--- config.mk ---
export PLATFORM = sky130hd
export DESIGN_NAME = uevt_core
export DESIGN_NICKNAME = d
export VERILOG_FILES = /design/src/rtl/uevt_pkg.sv /design/src/rtl/uevt_queue.sv /design/src/rtl/uevt_core.sv
export SDC_FILE = /design/constraint.sdc
export NUM_CORES = 1
export LEC_CHECK = 0
export ABC_CLOCK_PERIOD_IN_PS = 4900
export BUFFER_PORTS_ARGS = -buffer_cell sky130_fd_sc_hd__clkbuf_2
export CAP_MARGIN = 30
export CORE_MARGIN = 1
export CORE_UTILIZATION = 50
export CTS_CLUSTER_DIAMETER = 40
export DETAILED_ROUTE_END_ITERATION = 8
export GPL_TIMING_DRIVEN = 0
export PLACE_DENSITY = 0.74
export SLEW_MARGIN = 20
export SYNTH_ARGS = -nofsm -noshare
export SYNTH_HDL_FRONTEND = slang
export SYNTH_HIERARCHICAL = 1
export SYNTH_SLANG_ARGS = --single-unit
--- constraint.sdc ---
create_clock -name i_clk -period 4.9 [get_ports i_clk]
set_clock_uncertainty 0.1 [all_clocks]
set_input_delay 0.98 -clock i_clk [delete_from_list [all_inputs] [get_ports i_clk]]
set_output_delay 0.98 -clock i_clk [all_outputs]
set_load 0.05 [all_outputs]
--- src/rtl/uevt_pkg.sv ---
// package for the uart event and flow timing block: constants and types
// assumes one 200 MHz system clock; baud ticks are derived inside the block
// ****************************************************************
// ****************************************************************
`default_nettype none
package uevt_pkg;
  localparam int unsigned UEVT_OVERSAMPLE = 16;
  localparam int unsigned UEVT_MID_SAMPLE = 7;
  localparam int unsigned UEVT_DATA_BITS = 8;
  localparam int unsigned UEVT_QUEUE_DEPTH = 16;
  localparam logic [15:0] UEVT_DIVISOR_RESET = 16'h0001;
  localparam logic [1:0] UEVT_TRIG_RESET = 2'h0;
  // transmit start latency in baud ticks after an idle write
  localparam int unsigned UEVT_TX_START_TICKS = 16;
  // holding empty raised this many ticks after the start bit
  localparam int unsigned UEVT_EMPTY_AFTER_START = 8;
  // transmit ready returns this many ticks after the start bit
  localparam int unsigned UEVT_READY_AFTER_START = 9;
  typedef enum logic [1:0] {
    UEVT_TX_IDLE = 2'b00,
    UEVT_TX_WAIT = 2'b01,
    UEVT_TX_SHIFT = 2'b10
  } uevt_tx_state_t;
  typedef enum logic [1:0] {
    UEVT_RX_IDLE = 2'b00,
    UEVT_RX_START = 2'b01,
    UEVT_RX_DATA = 2'b10,
    UEVT_RX_STOP = 2'b11
  } uevt_rx_state_t;
  // receive threshold code to byte count, codes 0..3 -> 1,4,8,14
  function automatic logic [4:0] uevt_trig_level(input logic [1:0] code);
    unique case (code)
      2'h0: uevt_trig_level = 5'h01;
      2'h1: uevt_trig_level = 5'h04;
      2'h2: uevt_trig_level = 5'h08;
      2'h3: uevt_trig_level = 5'h0e;
    endcase
  endfunction
endpackage
`default_nettype wire

--- src/rtl/uevt_queue.sv ---
// receive byte queue with registered read data
// assumes the writer never pushes when full
`timescale 1ns/100ps
`default_nettype none
module uevt_queue #(
  parameter int unsigned WIDTH = 8,
  parameter int unsigned DEPTH = 16
) (
  // clock and reset
  input wire logic i_clk,
  input wire logic i_reset_n,
  // write side
  input wire logic i_push,
  input wire logic [WIDTH-1:0] i_data,
  // read side
  input wire logic i_pop,
  output logic [WIDTH-1:0] o_data,
  output logic [$clog2(DEPTH):0] o_count
);
  localparam int unsigned AW = $clog2(DEPTH);
  initial begin
    if (DEPTH < 2 || (1 << AW) != DEPTH) $error("depth must be power of 2");
  end
  logic [WIDTH-1:0] mem_reg [DEPTH];
  logic [AW-1:0] wr_reg;
  logic [AW-1:0] rd_reg;
  logic [AW:0] cnt_reg;
  logic do_pop;
  assign do_pop = i_pop && (cnt_reg != '0);
  assign o_count = cnt_reg;
  // storage has no reset; pointers guard it
  always_ff @(posedge i_clk) begin
    if (i_push) begin
      mem_reg[wr_reg] <= i_data;
    end
  end
  // pointers and fill level
  always_ff @(posedge i_clk) begin
    if (!i_reset_n) begin
      wr_reg <= '0;
      rd_reg <= '0;
      cnt_reg <= '0;
    end else begin
      if (i_push) begin
        wr_reg <= wr_reg + 1'b1;
      end
      if (do_pop) begin
        rd_reg <= rd_reg + 1'b1;
      end
      cnt_reg <= cnt_reg + {{AW{1'b0}}, i_push} - {{AW{1'b0}}, do_pop};
    end
  end
  // head word always presented from a register
  always_ff @(posedge i_clk) begin
    if (!i_reset_n) begin
      o_data <= '0;
    end else if (i_push && (cnt_reg == '0 || (do_pop && cnt_reg == 1))) begin
      o_data <= i_data;
    end else if (do_pop) begin
      o_data <= mem_reg[rd_reg + 1'b1];
    end
  end
endmodule
`default_nettype wire

--- src/rtl/uevt_core.sv ---
// uart event timing core: receiver, transmitter, flow control, irq flags
// assumes host strobes are one-cycle pulses synchronous to i_clk
`timescale 1ns/100ps
`default_nettype none
module uevt_core
  import uevt_pkg::*;
#(
  parameter int unsigned DEPTH = UEVT_QUEUE_DEPTH
) (
  // clock and reset
  input wire logic i_clk,
  input wire logic i_reset_n,
  // configuration
  input wire logic [15:0] i_divisor,
  input wire logic i_auto_rts,
  input wire logic i_auto_cts,
  input wire logic [1:0] i_rx_trigger,
  // receive clock enable, one cycle per rclk edge
  input wire logic i_rclk_tick,
  // host strobes
  input wire logic i_write_holding,
  input wire logic [7:0] i_write_data,
  input wire logic i_rx_buffer_read_strobe,
  input wire logic i_read_line_status,
  input wire logic i_read_irq_ident,
  // serial line
  input wire logic i_rx,
  input wire logic i_cts_n,
  output logic o_tx,
  output logic o_rts_n,
  // status
  output logic [7:0] o_receive_buffer,
  output logic [4:0] o_rx_count,
  output logic o_rx_irq,
  output logic o_line_status_irq,
  output logic o_tx_holding_empty,
  output logic o_rx_ready_n,
  output logic o_tx_ready_n,
  output logic o_baud_tick
);
  initial begin
    if (DEPTH != 16) $error("queue depth must be 16");
  end
  // ****************************************************************
  // baud generator
  // ****************************************************************
  logic [15:0] div_reg;
  logic baud_tick;
  assign baud_tick = (div_reg <= 16'h0001);
  assign o_baud_tick = baud_tick;
  // one tick per divisor reference cycles; zero treated as one
  always_ff @(posedge i_clk) begin
    if (!i_reset_n) begin
      div_reg <= UEVT_DIVISOR_RESET;
    end else if (baud_tick) begin
      div_reg <= i_divisor;
    end else begin
      div_reg <= div_reg - 16'h0001;
    end
  end
  // ****************************************************************
  // receiver
  // ****************************************************************
  uevt_rx_state_t rx_state_reg;
  logic [3:0] rx_os_reg;
  logic [2:0] rx_bit_reg;
  logic [7:0] rx_shift_reg;
  logic rx_push;
  logic [4:0] q_count;
  logic [7:0] q_data;
  // mid-bit sampling on the receive clock enable only
  always_ff @(posedge i_clk) begin
    if (!i_reset_n) begin
      rx_state_reg <= UEVT_RX_IDLE;
      rx_os_reg <= '0;
      rx_bit_reg <= '0;
      rx_shift_reg <= '0;
      rx_push <= 1'b0;
    end else begin
      rx_push <= 1'b0;
      if (i_rclk_tick) begin
        rx_os_reg <= rx_os_reg + 4'h1;
        unique case (rx_state_reg)
          UEVT_RX_IDLE: begin
            rx_os_reg <= '0;
            if (!i_rx) begin
              rx_state_reg <= UEVT_RX_START;
            end
          end
          UEVT_RX_START: begin
            if (rx_os_reg == 4'(UEVT_MID_SAMPLE)) begin
              rx_os_reg <= '0;
              rx_bit_reg <= '0;
              rx_state_reg <= i_rx ? UEVT_RX_IDLE : UEVT_RX_DATA;
            end
          end
          UEVT_RX_DATA: begin
            if (rx_os_reg == 4'hf) begin
              rx_shift_reg <= {i_rx, rx_shift_reg[7:1]};
              rx_bit_reg <= rx_bit_reg + 3'h1;
              if (rx_bit_reg == 3'h7) begin
                rx_state_reg <= UEVT_RX_STOP;
              end
            end
          end
          UEVT_RX_STOP: begin
            if (rx_os_reg == 4'hf) begin
              rx_state_reg <= UEVT_RX_IDLE;
              // a full queue drops the character; the status irq flags it
              if (q_count != 5'(DEPTH)) begin
                rx_push <= 1'b1;
              end
            end
          end
        endcase
      end
    end
  end
  uevt_queue #(
    .WIDTH(8),
    .DEPTH(DEPTH)
  ) u_queue (
    .i_clk(i_clk),
    .i_reset_n(i_reset_n),
    .i_push(rx_push),
    .i_data(rx_shift_reg),
    .i_pop(i_rx_buffer_read_strobe),
    .o_data(q_data),
    .o_count(q_count)
  );
  assign o_receive_buffer = q_data;
  assign o_rx_count = q_count;
  // receive irq follows queue level; reading drains it
  always_ff @(posedge i_clk) begin
    if (!i_reset_n) begin
      o_rx_irq <= 1'b0;
      o_rx_ready_n <= 1'b1;
      o_line_status_irq <= 1'b0;
    end else begin
      o_rx_irq <= rx_push || (q_count > (i_rx_buffer_read_strobe ? 5'h01
                                                             : 5'h00));
      o_rx_ready_n <= !(rx_push || (q_count > (i_rx_buffer_read_strobe ?
                                              5'h01 : 5'h00)));
      // a new overrun wins over a status read in the same cycle
      o_line_status_irq <= (rx_push == 1'b0 && rx_state_reg == UEVT_RX_STOP
                            && i_rclk_tick && rx_os_reg == 4'hf
                            && q_count == 5'(DEPTH))
                           || (o_line_status_irq && !i_read_line_status);
    end
  end
  // ****************************************************************
  // auto request-to-send
  // ****************************************************************
  logic rts_drop;
  logic rts_raise;
  assign rts_drop = (i_rx_trigger == 2'h3)
    ? (rx_state_reg == UEVT_RX_DATA && rx_bit_reg == 3'h0
       && q_count == 5'h0f)
    : (q_count >= uevt_trig_level(i_rx_trigger));
  assign rts_raise = (i_rx_trigger == 2'h3)
    ? i_rx_buffer_read_strobe
    : (q_count == 5'h00);
  // reacts in one clock, well inside two baud ticks
  always_ff @(posedge i_clk) begin
    if (!i_reset_n) begin
      o_rts_n <= 1'b1;
    end else if (!i_auto_rts) begin
      o_rts_n <= 1'b0;
    end else if (rts_drop) begin
      o_rts_n <= 1'b1;
    end else if (rts_raise) begin
      o_rts_n <= 1'b0;
    end
  end
  // ****************************************************************
  // transmitter
  // ****************************************************************
  uevt_tx_state_t tx_state_reg;
  logic [7:0] hold_reg;
  logic hold_full_reg;
  logic [7:0] tx_shift_reg;
  logic [3:0] tx_os_reg;
  logic [3:0] tx_bit_reg;
  logic [4:0] tx_wait_reg;
  logic [3:0] empty_cnt_reg;
  logic empty_arm_reg;
  logic empty_set;
  logic cts_ok;
  assign cts_ok = !i_auto_cts || !i_cts_n;
  // frame: start, 8 data, stop; each bit 16 baud ticks
  always_ff @(posedge i_clk) begin
    if (!i_reset_n) begin
      tx_state_reg <= UEVT_TX_IDLE;
      tx_shift_reg <= '0;
      tx_os_reg <= '0;
      tx_bit_reg <= '0;
      tx_wait_reg <= '0;
      o_tx <= 1'b1;
    end else if (baud_tick) begin
      unique case (tx_state_reg)
        UEVT_TX_IDLE: begin
          tx_wait_reg <= '0;
          if (hold_full_reg && cts_ok) begin
            tx_state_reg <= UEVT_TX_WAIT;
          end
        end
        UEVT_TX_WAIT: begin
          tx_wait_reg <= tx_wait_reg + 5'h01;
          if (tx_wait_reg == 5'(UEVT_TX_START_TICKS - 2)) begin
            tx_state_reg <= UEVT_TX_SHIFT;
            tx_shift_reg <= hold_reg;
            tx_os_reg <= '0;
            tx_bit_reg <= '0;
            o_tx <= 1'b0;
          end
        end
        UEVT_TX_SHIFT: begin
          tx_os_reg <= tx_os_reg + 4'h1;
          if (tx_os_reg == 4'hf) begin
            tx_bit_reg <= tx_bit_reg + 4'h1;
            if (tx_bit_reg <= 4'h7) begin
              o_tx <= tx_shift_reg[tx_bit_reg[2:0]];
            end else if (tx_bit_reg == 4'h8) begin
              o_tx <= 1'b1;
            end else begin
              tx_state_reg <= UEVT_TX_IDLE;
            end
          end
          // stop-bit midpoint decides whether the next may follow
          if (tx_bit_reg == 4'h9 && tx_os_reg == 4'h7 && hold_full_reg
              && cts_ok) begin
            tx_state_reg <= UEVT_TX_WAIT;
            tx_wait_reg <= '0;
          end
        end
        default: tx_state_reg <= UEVT_TX_IDLE;
      endcase
    end
  end
  // holding register empties when the shifter loads it
  logic tx_load;
  assign tx_load = baud_tick && tx_state_reg == UEVT_TX_WAIT
                   && tx_wait_reg == 5'(UEVT_TX_START_TICKS - 2);
  always_ff @(posedge i_clk) begin
    if (!i_reset_n) begin
      hold_reg <= '0;
      hold_full_reg <= 1'b0;
    end else if (i_write_holding) begin
      hold_reg <= i_write_data;
      hold_full_reg <= 1'b1;
    end else if (tx_load) begin
      hold_full_reg <= 1'b0;
    end
  end
  // holding empty irq: counted from start bit, cleared by write or ident read;
  // the set wins over a clear that lands in the same cycle
  assign empty_set = empty_arm_reg && baud_tick && !hold_full_reg
                     && empty_cnt_reg == 4'(UEVT_EMPTY_AFTER_START - 1);
  always_ff @(posedge i_clk) begin
    if (!i_reset_n) begin
      empty_cnt_reg <= '0;
      empty_arm_reg <= 1'b0;
      o_tx_holding_empty <= 1'b0;
      o_tx_ready_n <= 1'b0;
    end else begin
      if (tx_load) begin
        empty_arm_reg <= 1'b1;
        empty_cnt_reg <= '0;
      end else if (empty_arm_reg && baud_tick) begin
        empty_cnt_reg <= empty_cnt_reg + 4'h1;
        if (empty_cnt_reg == 4'(UEVT_READY_AFTER_START - 1)) begin
          empty_arm_reg <= 1'b0;
        end
      end
      if (empty_set) begin
        o_tx_holding_empty <= 1'b1;
      end else if (i_write_holding || i_read_irq_ident) begin
        o_tx_holding_empty <= 1'b0;
      end
      if (i_write_holding) begin
        o_tx_ready_n <= 1'b1;
      end else if (empty_arm_reg && baud_tick && !hold_full_reg
                   && empty_cnt_reg == 4'(UEVT_READY_AFTER_START - 1)) begin
        o_tx_ready_n <= 1'b0;
      end
    end
  end
  // ****************************************************************
  // assertions
  // ****************************************************************
  rts_drop_a: assert property (@(posedge i_clk) disable iff (!i_reset_n)
    i_auto_rts && rts_drop |=> o_rts_n) else $error("rts not dropped");
  rts_raise_a: assert property (@(posedge i_clk) disable iff (!i_reset_n)
    i_auto_rts && !rts_drop && rts_raise |=> !o_rts_n)
    else $error("rts not raised");
  rx_irq_a: assert property (@(posedge i_clk) disable iff (!i_reset_n)
    rx_push |=> o_rx_irq && !o_rx_ready_n) else $error("rx irq late");
  hold_clr_a: assert property (@(posedge i_clk) disable iff (!i_reset_n)
    i_write_holding && !empty_set |=> !o_tx_holding_empty)
    else $error("holding empty not cleared");
  rdy_off_a: assert property (@(posedge i_clk) disable iff (!i_reset_n)
    i_write_holding |=> o_tx_ready_n) else $error("tx ready not inactive");
  start_bit_a: assert property (@(posedge i_clk) disable iff (!i_reset_n)
    tx_load |=> !o_tx) else $error("start bit missing");
  id_clr_a: assert property (@(posedge i_clk) disable iff (!i_reset_n)
    i_read_irq_ident && !empty_set |=> !o_tx_holding_empty)
    else $error("ident read kept holding empty");
  tx_idle_a: assert property (@(posedge i_clk) disable iff (!i_reset_n)
    tx_state_reg == UEVT_TX_IDLE && $past(tx_state_reg) == UEVT_TX_IDLE
    |-> o_tx) else $error("idle line low");
  rx_seen_c: cover property (@(posedge i_clk) rx_push);
  empty_seen_c: cover property (@(posedge i_clk) $rose(o_tx_holding_empty));
  rts_seen_c: cover property (@(posedge i_clk) $rose(o_rts_n));
endmodule
`default_nettype wire

==> reports/metrics.cfg <==
[status]
outcome=completed

[synth]
synth_flop_cell=edfxtp_1
synth_edf_count=128
netlist-cell-type-count=61
synth_seq_cells=227
synthesis.area_mm2=0.0101
synthTopCellsByArea=edfxtp_1 (38%), dfxtp_1 (20%), mux2i_1 (8.5%)
netlist_instances=813
yosysSeqAreaShare_pct=57.8
synth_nets=881
synth_top_area_share_pct=38.1
yosysWarnings=6
synthArstFlopShare_pct=0
synth.largest_area_cell=edfxtp_1
avgSynthCellArea_um2=12.4

[placed_design]
dpl.hpwl_mm=14.1
finalWeightedCongestion=0.875
numPlacedInstances=1134
place_area_mm2=0.0107
port_buffers=56
place_ws_ns=0.894

[detailed_routing]
vias_per_cell=5.50
drcViolationCount=0
wl_mm=20.6
first_pass_iters=5
post_drt_wl_per_cell_um=17.3
vias=6548
drtIter0Drc=526
antenna_left=0

[sta]
worst_slew_pin_slew_ns=0.864
fmax_ghz=0.261
slew-limit-headroom_pct=42.2
setup_viol=0
fin_crit_sh_pct=78.2
rsz0062_at_grt=no
whs_ns=0.350
finalSetupTns_ns=0
setup_ws_ns=1.07
min_period_ns=3.83
hold_viol=0
finalMaxSlewViolations=0

[finish]
antenna-diode-count=0
largest_reg_flops=128
layout_commonest_cell=edfxtp_1
layout.nets=969
layout.cells.non_filler=1190
area_growth_syn_to_layout_pct=17.3
layout_common_cells=edfxtp_1 (128), dfxtp_1 (99), mux2i_1 (86), nor2_1 (69), clkbuf_2 (56)
drive_gt1_share_pct=14.4
n_fill_cell=1553
fin_util_pct=60.3
design_area_mm2=0.0118

[floorplanning]
start_util_pct=51.4
dieWidth_um=144
fp-row-count=51
dieArea_mm2=0.0207
core_area_mm2=0.0196
ioPinCount=58
die_h_um=144

[clock_tree]
cts_buffers=30
clkTransAtPathRegs_ns=0.06
clock-sinks=227
htree_levels=1
clk-insertion-delay-late_ns=0.54
cts_tree=yes
cts_resized=0
cts_setup_buffers=0
clockBufferDepth=3
cts-root-buf=clkbuf_16
hold_buffers=0

[grt]
track_usage_pct=20.8
overflow=0
antenna_found_initial=0
grt_pass1_vias=6294
grt_start_max_net_pins=20
grt_pass1_wl_mm=33.1

[setup_path]
critPathMaxFanout=10
endpoint_kind=register
crit_type=reg -> reg
worstPathRequired_ns=5.22
startpoint_type=register
cp_data_arrival_time_ns=4.15

[pwr]
p_comb_share_pct=25.7
switchingPower_mw=1.95
ir_worst_vdd_mv=0.377
p_seq_share_pct=35.9
p_leak_nw=4.07
p_sw_share_pct=31.3
power_mw=6.24
p_int_mw=4.28
powerDensity_mw_per_mm2=528
clock_power_share_pct=38.4

[job]
cap_violations=0

[hold_path]
min_path_type=reg -> reg

kinds of logic after synthesis:
family	count (synthesis)	share of synthesized area [%]
and+or+nand+nor	241	12.3
DFF	227	57.8
AOI/OAI and AO/OA	116	7.34
muxes	104	13.2
buffers and inverters	69	3.09
adders and majority gates	31	3.92
xor gates and xnor gates	25	2.36
synth_stat cells (3+ instances only):
cell and n:
edfxtp_1 128, dfxtp_1 99, mux2i_1 86, nor2_1 69, a21oi_1 42, nand2_1 39, nand3_1 34, inv_1 33
ha_1 30, o21ai_0 24, and2_1 21, clkbuf_1 21, mux4_1 16, nand2b_1 14, xnor2_1 14, nor3_1 11
or3_1 11, o21a_1 10, xor2_1 10, a211oi_1 9, a32o_1 7, nand4_1 7, buf_4 6, nor2b_1 6
a311oi_1 5, buf_2 5, a21o_1 4, and3_1 4, nor4b_1 4, nor3b_1 3, nor4_1 3, o31ai_1 3
layout make-up:
| class | count | area (um^2) | share of cell area [%] |
|---|---|---|---|
| Buffer | 36 | 188 | 1.59 |
| Clock buffer | 33 | 793 | 6.71 |
| Clock inverter | 23 | 334 | 2.83 |
| Inverter | 33 | 124 | 1.05 |
| Multi-Input combinational cell | 517 | 3940 | 33.4 |
| Sequential cell | 227 | 5830 | 49.3 |
| Tap cell | 265 | 332 | 2.81 |
| Timing Repair Buffer | 56 | 280 | 2.37 |
critical path, stage by stage, from the launching register on:
cell and delay, ns:
dfxtp_1 0.45, inv_1 0.10, ha_1 0.22, nor4b_1 0.15, nor2b_1 0.22, clkbuf_1 0.41
buf_1 0.47, ha_1 0.33, inv_1 0.06, ha_1 0.16, inv_1 0.06, fa_1 0.41
nand2b_1 0.17, a21oi_1 0.19, o21ai_0 0.11, nor3b_1 0.14
worst paths after layout:
check	from	end	cells after the start	slack, ns
setup / recovery	u_queue/o_count[2]	u_queue/o_count[4]	15	1.07
hold / removal	tx_shift_reg[4]	tx_shift_reg[4]	2	0.35
setup reg to reg	u_queue/o_count[2]	u_queue/o_count[4]	15	1.07
hold reg to reg	tx_shift_reg[4]	tx_shift_reg[4]	2	0.35
layer usage:
layer  vias up  track usage [%]  share of wire, %
met5         -                0                 0
met4         0             7.33               2.6
met3        36             3.38               5.0
met2       188             34.4                47
met1      3144             27.8                45
li1       3180                -                 -
power groups by stage:
stage	Combinational [mW]	Clock [mW]	Sequential (mW)
after global placement	1.56	0	2.27
after detailed placement	1.59	0	2.28
after floorplan	1.10	0	2.40
final	1.60	2.40	2.24
after global routing	1.74	2.53	2.26
after CTS	1.60	2.43	2.24
No activity file was read; power rests on OpenSTA's default activity.
